`src/include/csio_pkg.sv`:
```
// ==========================================================================
// clocked serial channel constants
// ==========================================================================
package csio_pkg;
  // ========================================================================
  // register byte offsets
  // ========================================================================
  localparam logic [3:0] CSIO_OFS_MODE   = 4'h0;
  localparam logic [3:0] CSIO_OFS_CLKSEL = 4'h4;
  localparam logic [3:0] CSIO_OFS_DATA   = 4'h8;
  localparam logic [3:0] CSIO_OFS_STATUS = 4'hc;

  // ========================================================================
  // field positions
  // ========================================================================
  localparam int CSIO_MODE_EN_BIT    = 7;
  localparam int CSIO_MODE_TRMD_BIT  = 6;
  localparam int CSIO_MODE_SLAVE_BIT = 5;
  localparam int CSIO_MODE_DIR_BIT   = 4;
  localparam int CSIO_MODE_SSIE_BIT  = 0;
  localparam int CSIO_CLK_CKP_BIT    = 4;
  localparam int CSIO_CLK_DAP_BIT    = 3;
  localparam int CSIO_CLK_SEL_LSB    = 0;
  localparam int CSIO_STAT_BUSY_BIT  = 0;
  localparam int CSIO_STAT_OSC_BIT   = 1;

  // ========================================================================
  // reset values and counts
  // ========================================================================
  localparam logic [7:0] CSIO_MODE_RST   = 8'h00;
  localparam logic [7:0] CSIO_CLKSEL_RST = 8'h00; // ckp 0, dap 0: phase type 1
  localparam logic [2:0] CSIO_SEL_EXT    = 3'h7;  // serial clock from the pin
  localparam int         CSIO_FRAME_BITS = 8;
  localparam int         CSIO_DIV_W      = 9;     // holds the largest half period
  localparam int         CSIO_CLK_PERIOD_NS = 50;

  // ========================================================================
  // bus answers and pin carrier
  // ========================================================================
  localparam logic [1:0] CSIO_RESP_OKAY   = 2'h0;
  localparam logic [1:0] CSIO_RESP_SLVERR = 2'h2;

  typedef struct packed {
    logic sck_o;
    logic sck_oe;
    logic so_o;
    logic so_oe;
    logic port_release;
  } csio_pin_out_t;
endpackage

```
`src/csio_sync2.sv`:
```
`timescale 1ns/1ps
// ==========================================================================
// two-flop synchroniser for pin inputs
// ==========================================================================
module csio_sync2 #(
  parameter int W = 1
) (
  input  wire logic         CORE_CLK,
  input  wire logic         NRST,
  input  wire logic [W-1:0] d,
  output logic      [W-1:0] q
);
  logic [W-1:0] meta_reg;

  // first stage feeds only the second stage
  always_ff @(posedge CORE_CLK) begin
    if (!NRST) begin
      meta_reg <= '0;
      q        <= '0;
    end else begin
      meta_reg <= d;
      q        <= meta_reg;
    end
  end
endmodule

```
`src/csio_top.sv`:
```
`timescale 1ns/1ps
module csio_top #(
  parameter int DIV_W = csio_pkg::CSIO_DIV_W
) (
  input  wire logic                   CORE_CLK,
  input  wire logic                   NRST,
  input  wire logic                   S_AXI_AWVALID,
  output logic                        S_AXI_AWREADY,
  input  wire logic [3:0]             S_AXI_AWADDR,
  input  wire logic                   S_AXI_WVALID,
  output logic                        S_AXI_WREADY,
  input  wire logic [31:0]            S_AXI_WDATA,
  input  wire logic [3:0]             S_AXI_WSTRB,
  output logic                        S_AXI_BVALID,
  input  wire logic                   S_AXI_BREADY,
  output logic [1:0]                  S_AXI_BRESP,
  input  wire logic                   S_AXI_ARVALID,
  output logic                        S_AXI_ARREADY,
  input  wire logic [3:0]             S_AXI_ARADDR,
  output logic                        S_AXI_RVALID,
  input  wire logic                   S_AXI_RREADY,
  output logic [31:0]                 S_AXI_RDATA,
  output logic [1:0]                  S_AXI_RRESP,
  input  wire logic                   INT_OSC_SEL,
  input  wire logic                   SERIAL_CLOCK_PIN_I,
  input  wire logic                   SERIAL_DATA_IN_PIN,
  input  wire logic                   SLAVE_SELECT_INPUT_N,
  output csio_pkg::csio_pin_out_t     PINS
);
  import csio_pkg::*;

  // ========================================================================
  // elaboration check
  // ========================================================================
  if (DIV_W < CSIO_DIV_W) begin : g_bad_div
    $error("divider too narrow for the slowest clock select");
  end

  // ========================================================================
  // state
  // ========================================================================
  typedef struct packed {
    logic             en;
    logic             trmd;
    logic             slave;
    logic             dir;
    logic             ssie;
    logic [2:0]       sel;
    logic             ckp;
    logic             dap;
    logic [7:0]       sh;
    logic             so;
    logic             sck;
    logic             sck_prev;
    logic             busy;
    logic [4:0]       half;
    logic [DIV_W-1:0] div;
    logic             osc_warn;
    logic             awg;
    logic             wg;
    logic [3:0]       awaddr;
    logic [7:0]       wdata;
    logic             wlane;
    logic             bvalid;
    logic [1:0]       bresp;
    logic             rvalid;
    logic [1:0]       rresp;
    logic [7:0]       rdata;
  } csio_state_t;

  csio_state_t st_reg;
  csio_state_t st_next;
  logic [2:0]  pin_q;
  logic        ssi_q;
  logic        si_q;
  logic        sck_q;

  // pins come from the partner's domain; master receive needs sel 1 or more
  csio_sync2 #(.W(3)) u_sync (
    .CORE_CLK (CORE_CLK),
    .NRST     (NRST),
    .d        ({SLAVE_SELECT_INPUT_N, SERIAL_DATA_IN_PIN, SERIAL_CLOCK_PIN_I}),
    .q        (pin_q)
  );
  assign ssi_q = pin_q[2];
  assign si_q  = pin_q[1];
  assign sck_q = pin_q[0];

  // ========================================================================
  // bus handshake outputs
  // ========================================================================
  assign S_AXI_AWREADY = !st_reg.awg && !st_reg.bvalid;
  assign S_AXI_WREADY  = !st_reg.wg && !st_reg.bvalid;
  assign S_AXI_BVALID  = st_reg.bvalid;
  assign S_AXI_BRESP   = st_reg.bresp;
  assign S_AXI_ARREADY = !st_reg.rvalid;
  assign S_AXI_RVALID  = st_reg.rvalid;
  assign S_AXI_RRESP   = st_reg.rresp;
  assign S_AXI_RDATA   = {24'h000000, st_reg.rdata};

  // ========================================================================
  // pins
  // ========================================================================
  logic release_w;
  logic ssi_ok;
  assign release_w = !st_reg.en && !st_reg.ckp;
  // slave select is active low; the partner sets it up ahead of clocking
  assign ssi_ok = !st_reg.ssie || !ssi_q;
  assign PINS = '{sck_o:        st_reg.sck,
                  sck_oe:       !release_w && !st_reg.slave,
                  so_o:         st_reg.so,
                  so_oe:        !release_w && st_reg.trmd && (!st_reg.slave || ssi_ok),
                  port_release: release_w};

  // ========================================================================
  // next state
  // ========================================================================
  logic             wr_do;
  logic             edge_w;
  logic             lead_w;
  logic             lvl_w;
  logic [DIV_W-1:0] div_lim;

  always_comb begin
    st_next = st_reg;
    edge_w  = 1'b0;
    lvl_w   = 1'b0;
    div_lim = DIV_W'((2 << st_reg.sel) - 1);
    st_next.sck_prev = sck_q;
    // internal oscillator still drives the divider, but the result is flagged
    st_next.osc_warn = INT_OSC_SEL && st_reg.en;

    // serial clock edges: own divider as master, synchronised pin as slave
    if (st_reg.busy && !st_reg.slave) begin
      if (st_reg.div == div_lim) begin
        st_next.div = '0;
        st_next.sck = !st_reg.sck;
        edge_w      = 1'b1;
        lvl_w       = !st_reg.sck;
      end else begin
        st_next.div = st_reg.div + 1'b1;
      end
    end else if (st_reg.busy && ssi_ok && (sck_q != st_reg.sck_prev)) begin
      edge_w = 1'b1;
      lvl_w  = sck_q;
    end
    // lead edge leaves the idle level, which is the inverse of ckp
    lead_w = edge_w && (lvl_w == st_reg.ckp);

    // data phase picks whether lead edge drives or samples
    if (edge_w) begin
      if (lead_w == st_reg.dap) begin
        st_next.so = st_reg.trmd && (st_reg.dir ? st_reg.sh[0] : st_reg.sh[7]);
      end else begin
        st_next.sh = st_reg.dir ? {si_q, st_reg.sh[7:1]} : {st_reg.sh[6:0], si_q};
      end
      st_next.half = st_reg.half + 1'b1;
      if (st_reg.half == 5'(2 * CSIO_FRAME_BITS - 1)) begin
        st_next.busy = 1'b0;
      end
    end

    // write address and data may arrive in either order
    if (S_AXI_AWVALID && S_AXI_AWREADY) begin
      st_next.awg    = 1'b1;
      st_next.awaddr = S_AXI_AWADDR;
    end
    if (S_AXI_WVALID && S_AXI_WREADY) begin
      st_next.wg    = 1'b1;
      st_next.wdata = S_AXI_WDATA[7:0];
      st_next.wlane = S_AXI_WSTRB[0];
    end
    if (st_reg.bvalid && S_AXI_BREADY) begin
      st_next.bvalid = 1'b0;
    end

    wr_do = st_reg.awg && st_reg.wg && !st_reg.bvalid;
    if (wr_do) begin
      st_next.awg    = 1'b0;
      st_next.wg     = 1'b0;
      st_next.bvalid = 1'b1;
      st_next.bresp  = CSIO_RESP_OKAY;
      if (st_reg.busy) begin
        // transfer in flight: access refused, nothing changes
        st_next.bresp = CSIO_RESP_SLVERR;
      end else if (st_reg.wlane) begin
        case (st_reg.awaddr)
          CSIO_OFS_MODE: begin
            st_next.en    = st_reg.wdata[CSIO_MODE_EN_BIT];
            st_next.trmd  = st_reg.wdata[CSIO_MODE_TRMD_BIT];
            st_next.slave = st_reg.wdata[CSIO_MODE_SLAVE_BIT];
            st_next.dir   = st_reg.wdata[CSIO_MODE_DIR_BIT];
            st_next.ssie  = st_reg.wdata[CSIO_MODE_SSIE_BIT];
            // data-out follows the new mode right away
            st_next.so = st_reg.wdata[CSIO_MODE_TRMD_BIT] &&
                         (st_reg.wdata[CSIO_MODE_DIR_BIT] ? st_reg.sh[0] : st_reg.sh[7]);
          end
          CSIO_OFS_CLKSEL: begin
            if (st_reg.en) begin
              // changing the clock under a live channel would glitch it
              st_next.bresp = CSIO_RESP_SLVERR;
            end else begin
              st_next.sel = st_reg.wdata[CSIO_CLK_SEL_LSB +: 3];
              st_next.ckp = st_reg.wdata[CSIO_CLK_CKP_BIT];
              st_next.dap = st_reg.wdata[CSIO_CLK_DAP_BIT];
              st_next.so  = st_reg.trmd && (st_reg.dir ? st_reg.sh[0] : st_reg.sh[7]);
            end
          end
          CSIO_OFS_DATA: begin
            st_next.sh = st_reg.wdata;
            st_next.so = st_reg.trmd && (st_reg.dir ? st_reg.wdata[0] : st_reg.wdata[7]);
            if (st_reg.en && (st_reg.slave || st_reg.sel != CSIO_SEL_EXT)) begin
              st_next.busy = 1'b1;
              st_next.half = '0;
              st_next.div  = '0;
            end
          end
          CSIO_OFS_STATUS: st_next.bresp = CSIO_RESP_OKAY;
          default:         st_next.bresp = CSIO_RESP_SLVERR;
        endcase
      end
    end

    // idle clock level tracks the phase bit
    if (!st_next.busy) begin
      st_next.sck = !st_next.ckp;
    end

    // reads answer one cycle after the address is taken
    if (st_reg.rvalid && S_AXI_RREADY) begin
      st_next.rvalid = 1'b0;
    end
    if (S_AXI_ARVALID && S_AXI_ARREADY) begin
      st_next.rvalid = 1'b1;
      st_next.rresp  = CSIO_RESP_OKAY;
      st_next.rdata  = 8'h00;
      case (S_AXI_ARADDR)
        CSIO_OFS_MODE: begin
          st_next.rdata[CSIO_MODE_EN_BIT]    = st_reg.en;
          st_next.rdata[CSIO_MODE_TRMD_BIT]  = st_reg.trmd;
          st_next.rdata[CSIO_MODE_SLAVE_BIT] = st_reg.slave;
          st_next.rdata[CSIO_MODE_DIR_BIT]   = st_reg.dir;
          st_next.rdata[CSIO_MODE_SSIE_BIT]  = st_reg.ssie;
        end
        CSIO_OFS_CLKSEL: begin
          st_next.rdata[CSIO_CLK_SEL_LSB +: 3] = st_reg.sel;
          st_next.rdata[CSIO_CLK_CKP_BIT]      = st_reg.ckp;
          st_next.rdata[CSIO_CLK_DAP_BIT]      = st_reg.dap;
        end
        CSIO_OFS_DATA:   st_next.rdata = st_reg.sh;
        CSIO_OFS_STATUS: begin
          st_next.rdata[CSIO_STAT_BUSY_BIT] = st_reg.busy;
          st_next.rdata[CSIO_STAT_OSC_BIT]  = st_reg.osc_warn;
        end
        default:         st_next.rresp = CSIO_RESP_SLVERR;
      endcase
      // mode and data are off limits mid-frame; status stays readable
      if (st_reg.busy && (S_AXI_ARADDR == CSIO_OFS_MODE || S_AXI_ARADDR == CSIO_OFS_DATA)) begin
        st_next.rresp = CSIO_RESP_SLVERR;
        st_next.rdata = 8'h00;
      end
    end
  end

  // ========================================================================
  // state register
  // ========================================================================
  always_ff @(posedge CORE_CLK) begin
    if (!NRST) begin
      st_reg      <= '0;
      st_reg.en   <= CSIO_MODE_RST[CSIO_MODE_EN_BIT];
      st_reg.ckp  <= CSIO_CLKSEL_RST[CSIO_CLK_CKP_BIT];
      st_reg.dap  <= CSIO_CLKSEL_RST[CSIO_CLK_DAP_BIT];
      st_reg.sck  <= !CSIO_CLKSEL_RST[CSIO_CLK_CKP_BIT];
    end else begin
      st_reg <= st_next;
    end
  end

  // ========================================================================
  // assertions
  // ========================================================================
  reset_phase_a: assert property (@(posedge CORE_CLK)
    !NRST |=> (!st_reg.ckp && !st_reg.dap && st_reg.sck))
    else $error("phase not type one after reset");

  clksel_lock_a: assert property (@(posedge CORE_CLK) disable iff (!NRST)
    (wr_do && st_reg.en && st_reg.awaddr == CSIO_OFS_CLKSEL) |=>
      ($stable(st_reg.sel) && $stable(st_reg.ckp) && S_AXI_BRESP == CSIO_RESP_SLVERR))
    else $error("clock select changed while enabled");

  port_release_a: assert property (@(posedge CORE_CLK) disable iff (!NRST)
    PINS.port_release |-> (!st_reg.ckp && !PINS.sck_oe && !PINS.so_oe))
    else $error("pins released with phase bit set");

  busy_refuse_a: assert property (@(posedge CORE_CLK) disable iff (!NRST)
    (wr_do && st_reg.busy) |=> ($stable({st_reg.en, st_reg.sel, st_reg.ckp, st_reg.dap}) &&
     S_AXI_BRESP == CSIO_RESP_SLVERR))
    else $error("write accepted during transfer");

  so_follow_a: assert property (@(posedge CORE_CLK) disable iff (!NRST)
    (wr_do && !st_reg.busy && st_reg.wlane && st_reg.awaddr == CSIO_OFS_MODE &&
     !st_reg.wdata[CSIO_MODE_TRMD_BIT]) |=> !PINS.so_o)
    else $error("data-out ignored mode write");

  osc_flag_a: assert property (@(posedge CORE_CLK) disable iff (!NRST)
    (INT_OSC_SEL && st_reg.en) |=> st_reg.osc_warn)
    else $error("oscillator warning not raised");

  frame_start_a: assert property (@(posedge CORE_CLK) disable iff (!NRST)
    $rose(st_reg.busy) |-> (st_reg.half == 5'h00) ##1 st_reg.busy[*2])
    else $error("active flag dropped at frame start");

  frame_end_a: assert property (@(posedge CORE_CLK) disable iff (!NRST)
    $fell(st_reg.busy) |-> ($past(st_reg.half) == 5'h0f && st_reg.half == 5'h10))
    else $error("active flag cleared before last bit");
endmodule

```
`config.mk`:
```
export PLATFORM = sky130hd
export DESIGN_NAME = csio_top
export DESIGN_NICKNAME = d
export VERILOG_FILES = /design/src/include/csio_pkg.sv /design/src/csio_sync2.sv /design/src/csio_top.sv
export SDC_FILE = /design/constraint.sdc
export NUM_CORES = 1
export LEC_CHECK = 0
export BUFFER_PORTS_ARGS = -buffer_cell sky130_fd_sc_hd__buf_2
export CAP_MARGIN = 20
export CORE_ASPECT_RATIO = 1.5
export CORE_MARGIN = 4
export CORE_UTILIZATION = 38
export DETAILED_ROUTE_END_ITERATION = 10
export GPL_TIMING_DRIVEN = 0
export HOLD_SLACK_MARGIN = 0.05
export SYNTH_ARGS = -nofsm -noshare
export SYNTH_HDL_FRONTEND = slang
export SYNTH_HIERARCHICAL = 1
export SYNTH_SLANG_ARGS = --single-unit
```
`constraint.sdc`:
```
create_clock -name CORE_CLK -period 2.6 [get_ports CORE_CLK]
set_input_delay 0.13 -clock CORE_CLK [delete_from_list [all_inputs] [get_ports CORE_CLK]]
set_output_delay 0.13 -clock CORE_CLK [all_outputs]
set_load 0.02 [all_outputs]
```
==> results.md, run 1 <==
* DRC at 0
* Root buffer cell: clkbuf_16
* CTS Sinks at 70
* Clk buf depth at 2
* R2R Path End: st_reg[49]
* CTS tree: done
* Hold Violations, Final at 0
* Core area at 0.009744 mm²
* Ant diodes at 0
* Mapped Area at 0.003832 mm²
* RSZ-0062 raised after global routing: true
* Die footprint at roughly 0.012 mm²
* Max Cap Viol at 0
* Average wire per standard cell at 13.76 µm
* Crit path launch type: register
* H-tree Lvls at 3
* Worst hold start: S_AXI_ARVALID
* Fin worst setup slack at 0.08969 ns
* Antenna violations before repair at 0
* Area growth from synthesis to layout at 27.03%
* Overall routing resource usage at 16.09%
* Worst Reg-to-Reg Cells at 12
* Finished Cell Area at 0.004868 mm²
* Final critical-path share of the clock period at 96.55%
* Crit-path max cell delay at 0.38 ns
* Worst Hold Class: input pin to register
* Arrival time at the worst endpoint at 2.77 ns
* Syn. warnings at 6
* # rows at 44
* Initial DRC count at 218
* EDFF count, synth at 0
* Initial Util at 39.33%
* Most frequent cell after synthesis: dfxtp_1
* Outcome: completed
* Async set-reset flop share out of synthesis at 0%
* PwrDens at ~520 mW/mm²
* Yosys top cell by area: dfxtp_1
* Port Buffer Count at 45
* Clk_skew at 0.008144 ns
* Leakage power at 2.105 nW
* CP Cell Sequence: nor2_4, nand2_2, ha_4, or3_4, a21oi_2, a31oi_2, a22oi_4, mux2i_4, nor2_4, buf_12, nand4b_1, a31oi_1
* Top cells by area, synth: dfxtp_1, buf_4, mux2i_1
* Worst slew pin tran at 0.5936 ns
* Mapped Avg Cell Area at approximately 8.5 µm²
* Die height at 131.0 µm
* Buf+Inv Stages, Crit Path at 1
* TritonCTS Buffers at 9
* Slew margin rel. at 60.01%
* Cell family with most CP delay: simple AND/OR/NAND/NOR gates
* Clk slew on worst S/H paths at 0.06 ns
* Synth Register Bits at 70
* Most frequent cells after synthesis: dfxtp_1, nor2_1, nand2_1
* Io pins at between 100 and 150
* Setup Crit Path Kind: register to register
* Max-slew violations at 0
* Largest net degree at the start of global routing at 12
* Max VDD drop at ~0.31 mV
* Crit. End Element: register
* Hpwl dp at 6.861 mm
* Reg-to-reg slack, setup at about 0.090 ns
* DR pass1 iterations at 4
* Via/cell ratio at 4.851
* Syn Inst Count at about 450
* Die W at 90.00 µm
* Gp weighted congestion at 0.8604
* Hold Path Depth at 3
* DP Worst Slack at -0.1299 ns
* Critical R2R Launch: st_reg[60]
* DRT antenna net count at 0
* Share of layout cells above drive strength 1 at 28.11%
* Net count, final at approximately 600
* Crit path max fanout at 8
* Worst EP required at about 2.9 ns
* Vias at ~3300
* Post-place instance area at 0.004303 mm²
* Hold endpoint: S_AXI_RVALID
* Fin util at 49.96%
* Grt ovf at 0
* Max Freq at around 400 MHz
* Max reg flops at 50
* Synth top area share at 36.57%
* Slowest-stage cell, CP: or3_4
* Distinct cell type count after synthesis at 62
* Final wirelength at roughly 9.3 mm
* Critical Path Most Common Cell: nor2_4
* Tmin final at 2.510 ns
* Sequential share of the synthesized area at 36.57%
* Final setup viols at 0
* Latest clock arrival within the worst-skew pair at 0.33 ns
* Vias in the first global route at 3110
* First-pass GRT wire length at 14.96 mm
* Post-synth top flop: dfxtp_1
metrics by stage:
stage                     hold WS [ns]  power (mW)  cells  TNS (ns)
final                          0.07379       2.527    677         0
after floorplan                 0.2290       1.331    476         0
after detailed placement        0.3273       1.398    636   -0.2473
after CTS                      0.07198       2.552    673         0
after global placement          0.3152       1.394    636   -0.1115
after global routing            0.1154       2.631    677  -0.09062
tightest hold or removal path, stage by stage:
cell      delay [ns]
buf_2           0.11
nor2_1          0.08
a211oi_1        0.05
final cells by class:
type / count / area [µm²]
clock inverter: 3 / 20.02
multi-input combinational: 332 / 2092
fill: 956 / 4876
inverter: 9 / 36.28
tap: 115 / 143.9
sequential: 70 / 1408
clock buffer: 12 / 256.5
timing repair buffer: 74 / 500.5
buffer: 62 / 411.6
worst max-delay path by stage:
stage / startpoint / end / slack, ns / cells past startpoint
floorplan: st_reg[60] / PINS[2] / 0.02 / 13
global placement: st_reg[60] / PINS[2] / -0.11 / 13
detailed placement: st_reg[60] / PINS[2] / -0.13 / 13
CTS: st_reg[60] / PINS[2] / 0.006 / 13
global route: st_reg[60] / st_reg[49] / -0.06 / 12
finish: st_reg[60] / st_reg[49] / 0.09 / 12
where the power goes:
group	internal (mW)	total, mW	switching (mW)
logic	0.116	0.259	0.143
registers	1.10	1.13	0.0305
clock network	0.690	1.13	0.444
total	1.91	2.53	0.617
cell usage in the layout (no fill, tap or decap), types with 7 or more instances in the layout:
cell type	instances
dfxtp_1	67
nor2_1	56
buf_4	50
buf_2	48
nand2_1	42
a21oi_1	38
conb_1	26
mux2i_1	22
dlygate4sd3_1	18
nand3_1	16
clkbuf_1	12
and2_1	11
xor2_1	11
mux2_2	11
clkbuf_16	9
xnor2_1	8
inv_1	7
o21ai_0	7
timing repair:
action | CTS | global route
hold buffers | 18 | 0
gates cloned | 0 | 0
setup buffers | 5 | 6
resized for setup | 5 | 9
endpoints found under the setup margin | 11 | 22
endpoints found under the hold margin | 18 | 0
pin swaps | 4 | 9
cell families after synthesis:
family	synth area share, %
other	0.09785
multiplexers	10.25
adder cells (fa/ha/maj)	1.306
AO/OA/AOI/OAI	12.50
XOR/XNOR	4.342
buffers and inverters	12.34
flip-flops	36.57
AND/OR/NAND/NOR	22.59
layer usage:
layer / part of all wire [%] / global-route usage [%] / wire, µm
met5: 0 / 0 / 0
met4: 2.6 / 8.386 / 238
met3: 4.1 / 3.494 / 385
met2: 53 / 29.92 / 4917
met1: 40 / 17.22 / 3771
Power figures use the tool's default switching activity.
==> run 2, diff against run 1 <==
--- a/config.mk
+++ b/config.mk
@@ -8,7 +8,7 @@
 export BUFFER_PORTS_ARGS = -buffer_cell sky130_fd_sc_hd__buf_2
 export CAP_MARGIN = 20
 export CORE_ASPECT_RATIO = 1.5
-export CORE_MARGIN = 4
+export CORE_MARGIN = 2
 export CORE_UTILIZATION = 38
 export DETAILED_ROUTE_END_ITERATION = 10
 export GPL_TIMING_DRIVEN = 0
==> run 2 against run 1 <==
Against the previous run:
- power down 2.9%
- clock-buffer cell count up 1
- sequential share of layout area up 0.094 points
- core utilization down 0.21 points
- cell area down 0.41%
- cell count down 0.30%
- combinational power about the same
- maximum frequency down 0.51%
- wire length down 1.4%
- sequential cell count unchanged
- critical path depth up 1
==> results.md, run 2 (synthesis results as in run 1) <==
* Slowest-stage cell, CP: or3_4
* Root buffer cell: clkbuf_16
* Hold endpoint: u_sync/meta_reg[1]
* Worst Hold Class: input pin to register
* Clock power share at 43.1% (-1.8 points)
* First-pass GRT wire length at 15.04 mm (+0.55%)
* Gate power share at 10.5% (+0.3 points)
* Share of layout cells above drive strength 1 at 27.32% (-0.79 points)
* Area growth from synthesis to layout at 26.51%
* # rows at 44 (unchanged)
* Worst Reg-to-Reg Cells at 13 (+1)
* Core area at 0.009744 mm² (unchanged)
* Gp weighted congestion at 0.8652 (+0.56%)
* Fin worst setup slack at 0.07675 ns (-0.01294 ns)
* Arrival time at the worst endpoint at 2.75 ns (-0.02 ns)
* Max reg flops at 50 (unchanged)
* Tot Pwr at 2.454 mW (-2.9%)
* Max Cap Viol at 0 (unchanged)
* Post-route setup TNS at 0 ns (unchanged)
* Via/cell ratio at 4.858 (+0.14%)
* Setup Crit Path Kind: register to register
* Buf+Inv Stages, Crit Path at 3 (+2)
* DP Worst Slack at -0.1349 ns (-0.004999 ns)
* Setup crit start: st_reg[60]
* Clk_skew at 0.004141 ns (-0.004003 ns)
* TritonCTS Buffers at 9 (unchanged)
* Worst EP required at 2.82 ns (-0.04 ns)
* Most frequent cells in the layout: dfxtp_1, nor2_1, buf_2, buf_4, nand2_1
* Initial DRC count at 112 (-49%)
* Hold_ws at 0.07650 ns (+0.002716 ns)
* H-tree Lvls at 3 (unchanged)
* Reg-to-reg slack, setup at 0.08 ns (about the same)
* Hpwl dp at 6.768 mm (-1.3%)
* Max Freq at 396.3 MHz (-0.51%)
* Clk slew on worst S/H paths at 0.05 ns (about the same)
* DR pass1 iterations at 4 (unchanged)
* Crit-path max cell delay at 0.38 ns (about the same)
* Internal power at 1.858 mW (-2.7%)
* Leakage power at 2.091 nW (-0.67%)
* Average wire per standard cell at 13.61 µm (-1.1%)
* Non-Filler Instances at 675 (-0.30%)
* Sw frac at 24.31% (-0.12 points)
* Net count, final at 615 (-0.32%)
* CTS tree: done
* Initial Util at 39.33% (unchanged)
* Vias at 3279 (-0.15%)
* Vias in the first global route at 3149 (+1.3%)
* PwrDens at 506.2 mW/mm² (-2.5%)
* Overall routing resource usage at 17.69% (+1.6 points)
* Hold Path Depth at 2 (-1)
* Crit path launch type: register
* Hold Violations, Final at 0 (unchanged)
* RSZ-0062 raised after global routing: true
* Cell family with most CP delay: compound AO/OA/AOI/OAI gates
* CTS Sinks at 70 (unchanged)
* Worst hold start: NRST
* Crit. End Element: register
* Tmin final at 2.523 ns (+0.01294 ns)
* Final setup viols at 0 (unchanged)
* Most common cell after layout, fill and taps aside: dfxtp_1
* Final wirelength at 9.184 mm (-1.4%)
* Critical R2R Launch: st_reg[60]
* Antenna violations before repair at 0 (unchanged)
* Largest net degree at the start of global routing at 11 (-1)
* Die height at 127.0 µm (-3.1%)
* Clk buf depth at 2 (unchanged)
* Outcome: completed
* Final critical-path share of the clock period at 97.05% (+0.50 points)
* NetSw at 596.5 µW (-3.4%)
* Max-slew violations at 0 (unchanged)
* Placed Cells at 636 (unchanged)
* R2R Path End: PINS[2]
* DRC at 0 (unchanged)
* Max VDD drop at 0.3296 mV (+4.8%)
* Worst slew pin tran at 0.5926 ns (-0.0009774 ns)
* Slew margin rel. at 60.28% (+0.27 points)
* Ant diodes at 0 (unchanged)
* Die W at 86.00 µm (-4.4%)
* Grt ovf at 0 (unchanged)
* Port Buffer Count at 45 (unchanged)
* CP Cell Sequence: nor2_4, nand2_2, ha_4, or3_4, a21oi_2, a31oi_2, a22oi_4, buf_4, a21o_2, buf_8, buf_8, nand2_2, a211o_1
* Latest clock arrival within the worst-skew pair at 0.33 ns (about the same)
* Die footprint at 0.01092 mm² (-7.4%)
* Power share of the sequential group at 46.3% (+1.4 points)
* Crit path max fanout at 10 (+2)
* DRT antenna net count at 0 (unchanged)
* Io pins at 101 (unchanged)
==> run 2: cell count changes in the layout (fill, tap and decap cells not counted), sizes merged <==
cell	before	now
buf	105	102
clkbuf	25	27
clkinv	1	2
clkinvlp	2	0
==> run 2: timing repair <==
| action | CTS | global route |
|---|---|---|
| buffers inserted | 4 | 5 |
| cloned | 0 | 0 |
| endpoints found under the hold margin | 18 | 0 |
| setup endpoints to repair | 12 | 17 |
| hold buffers | 18 | 0 |
| pin swaps | 7 | 11 |
| gates resized for setup | 7 | 11 |
==> run 2: metal layers <==
metal / GRT usage (%) / routed length [µm] / vias up
met1: 20.61 / 3829 / 1513
met3: 3.618 / 346 / 16
met4: 8.964 / 209 / 0
met2: 30.28 / 4798 / 66
met5: 0 / 0 / -
li1: - / - / 1684
==> run 2: per-stage QoR <==
step | utilization (%) | cell area, µm²
finish | 49.76 | 4848
CTS | 49.17 | 4791
global placement | 44.16 | 4303
floorplan | - | 3934
global route | 49.76 | 4848
detailed placement | 44.16 | 4303
==> run 2: power groups by stage <==
stage,combinational (mW),sequential (mW),clock (mW)
floorplan,0.182,1.15,0
global placement,0.237,1.16,0
detailed placement,0.238,1.16,0
CTS,0.260,1.14,1.09
global route,0.289,1.14,1.14
finish,0.258,1.14,1.06
==> run 2: final cells by class <==
cell class / count / area [µm²]
buffer: 62 / 419.2
clock buffer: 13 / 240.2
clock inverter: 2 / 10.01
fill: 967 / 4896
inverter: 9 / 36.28
multi-input combinational: 332 / 2106
sequential: 70 / 1406
tap: 115 / 143.9
timing repair buffer: 72 / 486.7
==> run 2: how the worst max path moves through the flow <==
stage                  to  slack (ns)  cells after the start
3_3_place_gp      PINS[2]       -0.12                     13
5_1_grt        st_reg[49]       -0.04                     12
2_1_floorplan     PINS[2]        0.02                     13
6_report          PINS[2]        0.08                     13
3_5_place_dp      PINS[2]       -0.13                     13
4_1_cts        st_reg[54]        0.02                     14
==> run 2: worst register-to-register path, stage by stage (launching register included) <==
cell     delay (ns)
dfxtp_2        0.34
nor2_4         0.15
nand2_2        0.08
ha_4           0.18
or3_4          0.38
a21oi_2        0.14
a31oi_2        0.06
a22oi_4        0.21
buf_4          0.15
a21o_2         0.12
buf_8          0.14
buf_8          0.15
nand2_2        0.06
a211o_1        0.24
